$ cat src/hw/pife_pkg.sv
/*
 * Constants, field layout and state encoding for the two-channel
 * particle image front end.
 * Assumes a single 50 MHz core clock and a synchronous active-high reset.
 */

package pife_pkg;

    // ------------------------------------------------------------------
    // Clocking
    // ------------------------------------------------------------------
    localparam int CORE_CLK_HZ = 50_000_000;
    localparam int SLICE_HZ_MAX = 18_000_000;
    localparam int SLICE_DIV = 5;
    localparam logic [2:0] SLICE_DIV_LAST = 3'h4;

    // ------------------------------------------------------------------
    // Image and entry layout
    // ------------------------------------------------------------------
    localparam int PIX_W = 128;
    localparam int QUAD_W = 32;
    localparam int QUADS = 4;
    localparam int ENTRY_W = 36;
    localparam int CNT_W = 32;
    localparam int ENT_KIND_BIT = 35;
    localparam int ENT_FIRST_BIT = 34;
    localparam int ENT_QUAD_HI = 33;
    localparam int ENT_QUAD_LO = 32;
    localparam logic [ENTRY_W-1:0] NULL_ENTRY = 36'h7_0000_0000;

    // ------------------------------------------------------------------
    // Buffering
    // ------------------------------------------------------------------
    localparam int FIFO_DEPTH = 16;
    localparam int FIFO_AW = 4;
    localparam logic [FIFO_AW:0] FIFO_FULL_LVL = 5'h10;
    localparam logic [FIFO_AW:0] FIFO_AFULL_LVL = 5'h0c;
    localparam int SKID_DEPTH = 2;
    localparam logic [1:0] SKID_FULL = 2'h2;

    // ------------------------------------------------------------------
    // Host register map and tag register fields
    // ------------------------------------------------------------------
    localparam logic [2:0] ADDR_HORIZ_TAG = 3'h0;
    localparam logic [2:0] ADDR_HORIZ_UPPER = 3'h1;
    localparam logic [2:0] ADDR_HORIZ_LOWER = 3'h2;
    localparam logic [2:0] ADDR_VERT_TAG = 3'h3;
    localparam logic [2:0] ADDR_VERT_UPPER = 3'h4;
    localparam logic [2:0] ADDR_VERT_LOWER = 3'h5;
    localparam int TAG_KIND_BIT = 15;
    localparam int TAG_EMPTY_BIT = 14;
    localparam int TAG_NULL_BIT = 13;
    localparam int TAG_QUAD_HI = 6;
    localparam int TAG_QUAD_LO = 5;
    localparam int TAG_FIRST_BIT = 0;

    // ------------------------------------------------------------------
    // Writer states, Gray coded along sample, emit, close, overload
    // ------------------------------------------------------------------
    typedef enum logic [2:0] {
        PIFE_SAMPLE = 3'h0,
        PIFE_EMIT = 3'h1,
        PIFE_CLOSE = 3'h3,
        PIFE_OVLD = 3'h2,
        PIFE_REOPEN = 3'h6
    } pife_state_t;

endpackage : pife_pkg

$ cat src/hw/pife_top.sv
/*
 * Two-channel particle image front end: per-channel slice quadrant writer
 * with pixel mask, slice counter, overload handling and linked mode, a
 * two-entry skid buffer and entry FIFO, and the host entry read port.
 * Assumes pixel vectors, masks and host strobes are synchronous to core_clk.
 */
// Behaviour
// - Writer runs at five clocks per slice
// - Accept two 128-bit vectors per slice
// - Mask forces stuck pixels inactive
// - Write only non-empty quadrants, with tags
// - Free-running 32-bit counter per slice, wrapping
// - Timing entry written at particle end
// - Almost full: finish slice, close, overload
// - Overload: no image data, counter runs, until empty
// - Leaving overload writes timing entry, resumes
// - Image entry bit layout
// - Timing entry bit layout
// - Linked: channel writes when either sees particle
// - Linked: empty channel writes null slice entry
// - Linked: shared overload entry and exit
// - One link control line, fully linked
// - Tag read fetches and holds one entry
// - Tag shows null slice flag
// - Tag register bit layout
// - Six host addresses, horizontal then vertical
// - Linked triggers force blank slices

`timescale 1ns/1ps
`default_nettype none

module pife_top
    import pife_pkg::*;
(
    // Clock and reset
    input wire logic core_clk,
    input wire logic rst,
    // Image vectors and pixel masks, mask bit high removes the pixel
    input wire logic [PIX_W-1:0] horiz_pixels,
    input wire logic [PIX_W-1:0] vert_pixels,
    input wire logic [PIX_W-1:0] horiz_pixel_mask,
    input wire logic [PIX_W-1:0] vert_pixel_mask,
    // Link control
    input wire logic link_enable,
    // Host read port
    input wire logic [2:0] host_addr,
    input wire logic host_rd,
    output logic [15:0] host_rdata
);

    // ------------------------------------------------------------------
    // State
    // ------------------------------------------------------------------
    typedef struct packed {
        pife_state_t st;
        logic [QUADS-1:0] quad_pend;
        logic [PIX_W-1:0] slice;
        logic first;
        logic in_part;
        logic null_pend;
        logic ovl_after;
        logic [CNT_W-1:0] tcount;
        logic [SKID_DEPTH-1:0][ENTRY_W-1:0] skid;
        logic [1:0] skid_n;
        logic [FIFO_DEPTH-1:0][ENTRY_W-1:0] mem;
        logic [FIFO_AW-1:0] wp;
        logic [FIFO_AW-1:0] rp;
        logic [FIFO_AW:0] fn;
        logic [ENTRY_W-1:0] hold;
        logic hold_empty;
        logic hold_null;
    } pife_chan_t;

    typedef struct packed {
        logic [2:0] div;
        pife_chan_t [1:0] ch;
        logic [15:0] rdata;
    } pife_state_s_t;

    pife_state_s_t q;
    pife_state_s_t d;

    logic slice_en;
    logic [1:0][PIX_W-1:0] qual;
    logic [1:0] hit;
    logic [1:0] afull;
    logic [1:0] drained;

    function automatic logic [1:0] pife_lowest_quad(
        input logic [QUADS-1:0] pend
    );
        logic [1:0] sel;
        sel = 2'h0;
        for (int k = QUADS - 1; k >= 0; k--) begin
            if (pend[k]) begin
                sel = k[1:0];
            end
        end
        return sel;
    endfunction : pife_lowest_quad

    // ------------------------------------------------------------------
    // Slice enable, qualified pixels and shared channel status
    // ------------------------------------------------------------------
    always_comb begin
        slice_en = (q.div == SLICE_DIV_LAST);
        qual[0] = horiz_pixels & ~horiz_pixel_mask;
        qual[1] = vert_pixels & ~vert_pixel_mask;
        for (int c = 0; c < 2; c++) begin
            hit[c] = |qual[c];
            afull[c] = (q.ch[c].fn >= FIFO_AFULL_LVL);
            drained[c] = (q.ch[c].fn == '0) && (q.ch[c].skid_n == 2'h0);
        end
    end

    // ------------------------------------------------------------------
    // Next state
    // ------------------------------------------------------------------
    always_comb begin
        logic push_v;
        logic [ENTRY_W-1:0] push_e;
        logic pop_v;
        logic take_v;
        logic skid_rdy;
        logic any_af;
        logic all_dr;
        logic other_hit;
        logic [1:0] qs;
        logic [1:0] n;
        logic [QUADS-1:0] pend;
        logic [FIFO_AW:0] fn;
        logic [2:0] tag_addr;
        push_v = 1'b0;
        push_e = '0;
        pop_v = 1'b0;
        take_v = 1'b0;
        skid_rdy = 1'b0;
        any_af = 1'b0;
        all_dr = 1'b0;
        other_hit = 1'b0;
        qs = 2'h0;
        n = 2'h0;
        pend = '0;
        fn = '0;
        tag_addr = 3'h0;
        d = q;
        if (slice_en) begin
            d.div = 3'h0;
        end else begin
            d.div = q.div + 3'h1;
        end

        for (int c = 0; c < 2; c++) begin
            push_v = 1'b0;
            push_e = '0;
            skid_rdy = (q.ch[c].skid_n != SKID_FULL);
            // Linked mode shares particle presence and FIFO status
            other_hit = link_enable & hit[1-c];
            any_af = afull[c] | (link_enable & afull[1-c]);
            all_dr = drained[c] & (~link_enable | drained[1-c]);
            if (slice_en) begin
                d.ch[c].tcount = q.ch[c].tcount + 32'h0000_0001;
            end

            // --------------------------------------------------------------
            // Writer: sample, emit quadrants, close, overload, reopen
            // --------------------------------------------------------------
            unique case (q.ch[c].st)
                PIFE_SAMPLE: begin
                    if (slice_en) begin
                        if (any_af) begin
                            d.ch[c].st = PIFE_CLOSE;
                            d.ch[c].ovl_after = 1'b1;
                            d.ch[c].in_part = 1'b0;
                        end else if (hit[c]) begin
                            d.ch[c].slice = qual[c];
                            for (int k = 0; k < QUADS; k++) begin
                                d.ch[c].quad_pend[k] =
                                    |qual[c][k*QUAD_W +: QUAD_W];
                            end
                            d.ch[c].first = 1'b1;
                            d.ch[c].in_part = 1'b1;
                            d.ch[c].st = PIFE_EMIT;
                        end else if (other_hit) begin
                            d.ch[c].null_pend = 1'b1;
                            d.ch[c].in_part = 1'b1;
                            d.ch[c].st = PIFE_EMIT;
                        end else if (q.ch[c].in_part) begin
                            d.ch[c].in_part = 1'b0;
                            d.ch[c].st = PIFE_CLOSE;
                        end
                    end
                end
                PIFE_EMIT: begin
                    if (skid_rdy) begin
                        push_v = 1'b1;
                        if (q.ch[c].null_pend) begin
                            push_e = NULL_ENTRY;
                            d.ch[c].null_pend = 1'b0;
                            d.ch[c].st = PIFE_SAMPLE;
                        end else begin
                            qs = pife_lowest_quad(q.ch[c].quad_pend);
                            push_e = {1'b0, q.ch[c].first, qs,
                                q.ch[c].slice[qs*QUAD_W +: QUAD_W]};
                            pend = q.ch[c].quad_pend;
                            pend[qs] = 1'b0;
                            d.ch[c].quad_pend = pend;
                            d.ch[c].first = 1'b0;
                            if (pend == '0) begin
                                d.ch[c].st = PIFE_SAMPLE;
                            end
                        end
                    end
                end
                PIFE_CLOSE: begin
                    if (skid_rdy) begin
                        push_v = 1'b1;
                        push_e = {1'b1, 1'b0, 2'h0, q.ch[c].tcount};
                        d.ch[c].ovl_after = 1'b0;
                        if (q.ch[c].ovl_after) begin
                            d.ch[c].st = PIFE_OVLD;
                        end else begin
                            d.ch[c].st = PIFE_SAMPLE;
                        end
                    end
                end
                PIFE_OVLD: begin
                    if (all_dr) begin
                        d.ch[c].st = PIFE_REOPEN;
                    end
                end
                PIFE_REOPEN: begin
                    if (skid_rdy) begin
                        push_v = 1'b1;
                        push_e = {1'b1, 1'b1, 2'h0, q.ch[c].tcount};
                        d.ch[c].st = PIFE_SAMPLE;
                    end
                end
                default: begin
                    // Unused codes fall back to sampling
                    d.ch[c].st = PIFE_SAMPLE;
                end
            endcase

            // --------------------------------------------------------------
            // Skid buffer: head drains into the FIFO, writer appends
            // --------------------------------------------------------------
            pop_v = (q.ch[c].skid_n != 2'h0) && (q.ch[c].fn != FIFO_FULL_LVL);
            n = q.ch[c].skid_n;
            if (pop_v) begin
                d.ch[c].mem[q.ch[c].wp] = q.ch[c].skid[0];
                d.ch[c].wp = q.ch[c].wp + 4'h1;
                d.ch[c].skid[0] = q.ch[c].skid[1];
                n = n - 2'h1;
            end
            if (push_v) begin
                d.ch[c].skid[n[0]] = push_e;
                n = n + 2'h1;
            end
            d.ch[c].skid_n = n;

            // --------------------------------------------------------------
            // Host tag read fetches one entry from the FIFO
            // --------------------------------------------------------------
            tag_addr = (c == 0) ? ADDR_HORIZ_TAG : ADDR_VERT_TAG;
            take_v = host_rd && (host_addr == tag_addr);
            fn = q.ch[c].fn;
            if (pop_v) begin
                fn = fn + 5'h01;
            end
            if (take_v) begin
                if (q.ch[c].fn != '0) begin
                    d.ch[c].hold = q.ch[c].mem[q.ch[c].rp];
                    d.ch[c].hold_empty = 1'b0;
                    d.ch[c].hold_null =
                        (q.ch[c].mem[q.ch[c].rp] == NULL_ENTRY);
                    d.ch[c].rp = q.ch[c].rp + 4'h1;
                    fn = fn - 5'h01;
                end else begin
                    d.ch[c].hold = '0;
                    d.ch[c].hold_empty = 1'b1;
                    d.ch[c].hold_null = 1'b0;
                end
            end
            d.ch[c].fn = fn;
        end

        // --------------------------------------------------------------
        // Read data reflects the entry held after this access
        // --------------------------------------------------------------
        if (host_rd) begin
            unique case (host_addr)
                ADDR_HORIZ_TAG, ADDR_VERT_TAG: begin
                    d.rdata = '0;
                    for (int c = 0; c < 2; c++) begin
                        if (host_addr == ((c == 0) ? ADDR_HORIZ_TAG
                                                   : ADDR_VERT_TAG)) begin
                            d.rdata[TAG_KIND_BIT] =
                                d.ch[c].hold[ENT_KIND_BIT];
                            d.rdata[TAG_EMPTY_BIT] = d.ch[c].hold_empty;
                            d.rdata[TAG_NULL_BIT] = d.ch[c].hold_null;
                            d.rdata[TAG_QUAD_HI:TAG_QUAD_LO] =
                                d.ch[c].hold[ENT_QUAD_HI:ENT_QUAD_LO];
                            d.rdata[TAG_FIRST_BIT] =
                                d.ch[c].hold[ENT_FIRST_BIT];
                        end
                    end
                end
                ADDR_HORIZ_UPPER: begin
                    d.rdata = q.ch[0].hold[31:16];
                end
                ADDR_HORIZ_LOWER: begin
                    d.rdata = q.ch[0].hold[15:0];
                end
                ADDR_VERT_UPPER: begin
                    d.rdata = q.ch[1].hold[31:16];
                end
                ADDR_VERT_LOWER: begin
                    d.rdata = q.ch[1].hold[15:0];
                end
                default: d.rdata = '0;
            endcase
        end
    end

    // ------------------------------------------------------------------
    // Registers
    // ------------------------------------------------------------------
    always_ff @(posedge core_clk) begin
        if (rst) begin
            q <= '0;
        end else begin
            q <= d;
        end
    end

    assign host_rdata = q.rdata;

endmodule : pife_top

`default_nettype wire

$ cat config.mk
export PLATFORM = sky130hd
export DESIGN_NAME = pife_top
export DESIGN_NICKNAME = d
export VERILOG_FILES = /design/src/hw/pife_pkg.sv /design/src/hw/pife_top.sv
export SDC_FILE = /design/constraint.sdc
export NUM_CORES = 2
export LEC_CHECK = 0
export ABC_AREA = 1
export BUFFER_PORTS_ARGS = -buffer_cell sky130_fd_sc_hd__buf_2
export CORE_MARGIN = 5
export CORE_UTILIZATION = 35
export CTS_CLUSTER_DIAMETER = 120
export DETAILED_ROUTE_END_ITERATION = 8
export HOLD_SLACK_MARGIN = 0.05
export PLACE_DENSITY = 0.51
export SETUP_SLACK_MARGIN = 0.02
export SYNTH_ARGS = -nofsm -noshare
export SYNTH_HDL_FRONTEND = slang
export SYNTH_SLANG_ARGS = --single-unit
export TNS_END_PERCENT = 100
$ cat constraint.sdc
create_clock -name core_clk -period 2.1 [get_ports core_clk]
set_input_delay 0.21 -clock core_clk [delete_from_list [all_inputs] [get_ports core_clk]]
set_output_delay 0.21 -clock core_clk [all_outputs]
set_load 0.05 [all_outputs]
; Word-level counts from Yosys, hierarchy flattened
; Cells that the tools add are included.
; W data, S select, Z words.
[classes]
n_addsub = 15
order_cmp = 16
eq_ne = 46
n_shift = 2
mux = 133
n_bitwise = 21
reduce_logical = 57
[ops]
columns = op, n
row1 = $bwmux W576, 2
row2 = $mux W133, 4
row3 = $mux W36, 14
row4 = $bmux W36 S4, 2
row5 = $demux W36 S4, 2
row6 = $mux W139, 2
row7 = $and A128 B128 Y128, 2
row8 = $not A128 Y128, 2
row9 = $reduce_or A128 Y1, 2
row10 = $reduce_or A32 Y1, 8
row11 = $shiftx A128 B8 Y32, 2
row12 = $pmux W36 S3, 2
row13 = $mux W38, 4
row14 = $bwmux W72, 2
row15 = $mux W35, 4
row16 = $pmux W16 S5, 1
row17 = $demux W36 S1, 2
row18 = $eq A36 B35 Y1 const B, 2
row19 = $add A32 B1 Y32 const B, 2
row20 = $mux W3, 20
row21 = $ne A2 B2 Y1 const B, 24
row22 = $mux W2, 22
row23 = $mux W5, 6
row24 = $pmux W3 S5, 2
row25 = 42 further kinds, 155
[word_totals]
register_bits = 1763
inputBits = 519
output_inout_bits = 16

; Logic depth before layout (Yosys ltp)
[depth]
ltp_word = 18
mapped_depth = 20
ltp_nobuf = 18

; Worst setup path before layout
; No wires, ideal clock.
[synth_timing]
path_type = flip-flop to flip-flop
from = reg q[926] in the netlist's numbering
to = reg q[1559] in the netlist's numbering
setup_time_ps = 115
arrival_time_ps = 2101
setup_slack_ps = -117
path_stages_with_launch = 13
path_buffers = 2
period_less_slack_ps = 2217
cell_sequence = dfxtp_1 inv_1 ha_1 nand4_1 nand2_1 xor2_1 ha_1 inv_1 clkbuf_1 clkbuf_1 a21oi_1 o21ai_0 inv_1
[synth_between]
elab_chain_len = 8
[synth_lines]
columns = element, line_no
row1 = "start, declared", pife_top.sv:80  ; pife_state_s_t q;
row2 = "start signal, assigned", pife_top.sv:331  ; q <= '0;
row3 = "start signal, assigned", pife_top.sv:333  ; q <= d;
row4 = $ne A5 B5 Y1 *, pife_top.sv:248  ; pop_v = (q.ch[c].skid_n != 2'h0) && (q.ch[c].fn != FIFO_FULL_LVL);
row5 = $logic_and A1 B1 Y1 *, pife_top.sv:248
row6 = $mux W2 *, pife_top.sv:250  ; if (pop_v) begin
row7 = $lt A1 B2 Y1 (not written as such) or $ge A1 B1 Y1 (tied branches), pife_top.sv:257  ; d.ch[c].skid[n[0]] = push_e;
row8 = $logic_and A1 B1 Y1 (not written as such), pife_top.sv:257
row9 = $mux W36 (not written as such), pife_top.sv:257
row10 = $demux W36 S1 *, pife_top.sv:257
row11 = $bwmux W72 *, pife_top.sv:257
; Every way passes the cells marked *; elsewhere a longest branch is shown, timed or not.
; A chain may end at the register's enable or synchronous reset.

; Final worst setup path
[layout_timing]
from = reg q[59] in the netlist's numbering
to = reg q (netlist bit host_rdata[13])
[layout_between]
elab_chain_len = 8
[layout_lines]
columns = element, line_no
row1 = $bmux W36 S4, pife_top.sv:276  ; (q.ch[c].mem[q.ch[c].rp] == NULL_ENTRY);
row2 = $mux W36 (not written as such), pife_top.sv:276
row3 = $eq A36 B35 Y1, pife_top.sv:276
row4 = $mux W38, pife_top.sv:272  ; if (q.ch[c].fn != '0) begin
row5 = $mux W38, pife_top.sv:271  ; if (take_v) begin
row6 = $mux W3 (2 in a row), pife_top.sv:296  ; if (host_addr == ((c == 0) ? ADDR_HORIZ_TAG
row7 = $pmux W16 S5, pife_top.sv:292  ; unique case (host_addr)
; Every way passes these cells. The select of a mux whose other input is x is not followed.

==> results_dict.tcl <==
set metrics [dict create \
    post-route-min-period_ps 2500 \
    initial_core_util 0.352 \
    synth_top_area_cell "dfxtp_1" \
    cp.depth 17 \
    cp.arrival_ps 3280 \
    syn_avg_cell_area_um2 7.06 \
    insertion_delay_ps 860 \
    synthTopCellsByArea "dfxtp_1 (44%), a21oi_1 (11%), o21ai_0 (10%), inv_1 (9.3%), nand2_1 (5.8%)" \
    ys_seq_elements 1763 \
    synthArstFlopShare 0 \
    drtAntennaViolNets 0 \
    hold_depth 7 \
    crit_type "reg2reg" \
    dp_hpwl_mm 217 \
    path_clk_slew_ps 60 \
    worstPathRequired_ps 2880 \
    vias_per_cell 5.12 \
    clock_skew_ps 72.4 \
    synthFlopType "dfxtp_1" \
    violations "negative setup slack" \
    syn_area_um2 81100 \
    dr.first_iter.drc_count 6972 \
    worst_slew_pin_slew_ps 933 \
    p_total_mw 96.5 \
    finalHoldViolCount 0 \
    io_buffers 534 \
    wl_per_cell_um 20.0 \
    drv_cap 0 \
    ff2ff_setup_slack_ps -400 \
    rsz0062_at_grt "true" \
    cts_max_path_buffers 3 \
    dr.pass1.iters 7 \
    cts_buffers 200 \
    antenna_found_initial 16 \
    io_pins 535 \
    cts_tree "built" \
    grt_pass1_vias 79600 \
    cp_cell_sequence "buf_6, buf_12, buf_16, buf_4, o211ai_1, nand3_1, nand3_1, nand2_2, nor2_2, nand2_2, nor2_4, nand3_4, o21bai_4, nand2_1, nand3_1, nand2_1, a21oi_2" \
    fin_util 0.494 \
    clock-sinks 1763 \
    register_area_um2 35300 \
    p_leak_nw 45.8 \
    critPathTopFamily "simple AND/OR/NAND/NOR gates" \
    report.final.slew_viol_count 0 \
    cp-start-kind "register" \
    die_area_um2 241000 \
    placeableCoreArea_um2 230000 \
    outcome "finished with violations" \
    cpMostUsedCell "nand3_1" \
    synth-edff-count 0 \
    tns_ps -6640 \
    drt_wl_total_mm 329 \
    vias 84100 \
    die-height_um 491 \
    ys_types 58 \
    worst-path-buf-inv 4 \
    area_growth_syn_to_layout_pct 40.2 \
    row_count 176 \
    critPathMaxFanout 8 \
    reg2reg_depth 17 \
    drive_gt1_frac 0.211 \
    p_per_area_nw_per_um2 849 \
    synth_cells 11500 \
    grt_max_degree 147 \
    ir_drop_mv 0.791 \
    yosys.area.top_type_share 0.435 \
    setup_viol 76 \
    fmax_ghz 0.400 \
    synth_fp_nets 12000 \
    cpMaxStageDelayCell "dfxtp_4" \
    fin_nets 13800 \
    timing.final.ws_setup_ps -400 \
    gr-usage-all-layers 0.253 \
    multi_input_area_um2 36700 \
    critPathMaxStageDelay_ps 370 \
    synth_warnings 0 \
    htree_levels 4 \
    cp-end-kind "register" \
    place_congestion 0.963 \
    dieWidth_um 491 \
    slew_headroom 0.378 \
    grt_pass1_wl_mm 482 \
    route.detailed.drc 0 \
    nFillCells 22300 \
    grt_overflow 0 \
    finalCritPeriodShare 1.19 \
    synth-seq-area-share 0.435 \
    cts-root-buf "clkbuf_16" \
    min_path_type "in2reg" \
]
through the flow:
| stage | worst slack, ps | cells | cell area [um^2] | hold WS [ps] |
|---|---|---|---|---|
| after CTS | -457 | 16300 | 110000 | 64.7 |
| after detailed placement | -820 | 15300 | 94900 | 430 |
| after global routing | -525 | 16400 | 114000 | 98.6 |
| final | -400 | 16400 | 114000 | 81.9 |
| after global placement | -854 | 15300 | 94900 | 426 |
| after floorplan | 26.3 | 11500 | 81100 | 366 |
metal layers:
layer,global-route usage,part of all wire
met3,0.0316,0.054
met2,0.418,0.47
met1,0.342,0.45
met4,0.0838,0.033
met5,0,0.00014
synth_stat cells (16+ instances only):
| library cell | n |
|---|---|
| o21ai_1 | 27 |
| xor2_1 | 20 |
| buf_6 | 26 |
| buf_4 | 44 |
| a211oi_1 | 50 |
| nor2_2 | 16 |
| nand3_1 | 697 |
| o211ai_1 | 430 |
| a22oi_1 | 67 |
| dfxtp_1 | 1763 |
| nand2_1 | 1261 |
| clkbuf_1 | 638 |
| nand4_1 | 77 |
| buf_2 | 168 |
| inv_2 | 21 |
| inv_1 | 1999 |
| ha_1 | 26 |
| o21ai_0 | 1689 |
| buf_1 | 48 |
| a21oi_1 | 1771 |
| nor3_1 | 40 |
| nor2_1 | 440 |
| nor4_1 | 44 |
| o221ai_1 | 42 |
worst paths after layout:
| path | to | start |
|---|---|---|
| worst max-delay path | host_rdata[13] | q[59] |
| worst min-delay path | q[882] | horiz_pixels[52] |
| worst max register to register | host_rdata[13] | q[59] |
| worst min register to register | q[200] | q[200] |
cell type report:
cell class,count,share of cell area
multi-input combinational,6780,0.323
sequential,1763,0.311
timing repair buffer,2433,0.204
inverter,2027,0.0679
clock buffer,304,0.0539
tap,3026,0.0333
clock inverter,64,0.00737
antenna,9,0.000198
timing repair inverter,2,0.000143
power by group:
group | leakage (nW) | internal, mW | switching (mW)
combinational | 28.1 | 9.90 | 13.3
clock | 3.44 | 21.9 | 15.0
sequential | 14.2 | 35.4 | 0.932
worst min-delay path: cells and delay by family:
kind                   cells  cell delay, ps
AO/OA/AOI/OAI              2             220
buffers and inverters      1              80
AND/OR/NAND/NOR            4             390
kinds of logic (layout without fill, tap and decap cells):
family,Yosys count,after routing,share of synthesized area
XOR/XNOR,22,22,0.00238
other,0,9,0
AND/OR/NAND/NOR,2604,2605,0.139
adder cells (fa/ha/maj),26,26,0.00401
AO/OA/AOI/OAI,4127,4127,0.276
flip-flops,1763,1763,0.435
buffers and inverters,2952,4830,0.144
cell usage in the layout (no fill, tap or decap), types with 43 or more instances in the layout:
cell	synthesis	routed
a211oi_1	50	44
a21oi_1	1771	1745
a22oi_2	0	50
buf_12	0	242
buf_2	168	533
buf_4	44	970
buf_6	26	89
clkbuf_16	0	251
clkbuf_8	0	60
dfxtp_1	1763	1741
dlygate4sd3_1	0	505
inv_1	1999	1957
inv_2	21	44
nand2_1	1261	1163
nand2_2	3	82
nand3_1	697	643
nand3_2	3	43
nand4_1	77	77
nor2_1	440	367
nor2_4	8	58
o211ai_1	430	430
o21ai_0	1689	1551
o21ai_1	27	123
state kept, by name (all words and copies together), names as in the netlist:
name	flops
q	1747
host_rdata	16
timing repair:
| item | 4_1_cts | 5_1_grt |
|---|---|---|
| setup buffers | 91 | 113 |
| hold buffers | 506 | 0 |
| cloned | 27 | 53 |
| pin swaps | 95 | 280 |
| endpoints found under the hold margin | 625 | 0 |
| setup endpoints to repair | 516 | 911 |
| resized for setup | 371 | 583 |
(Power assumes the default switching activity.)
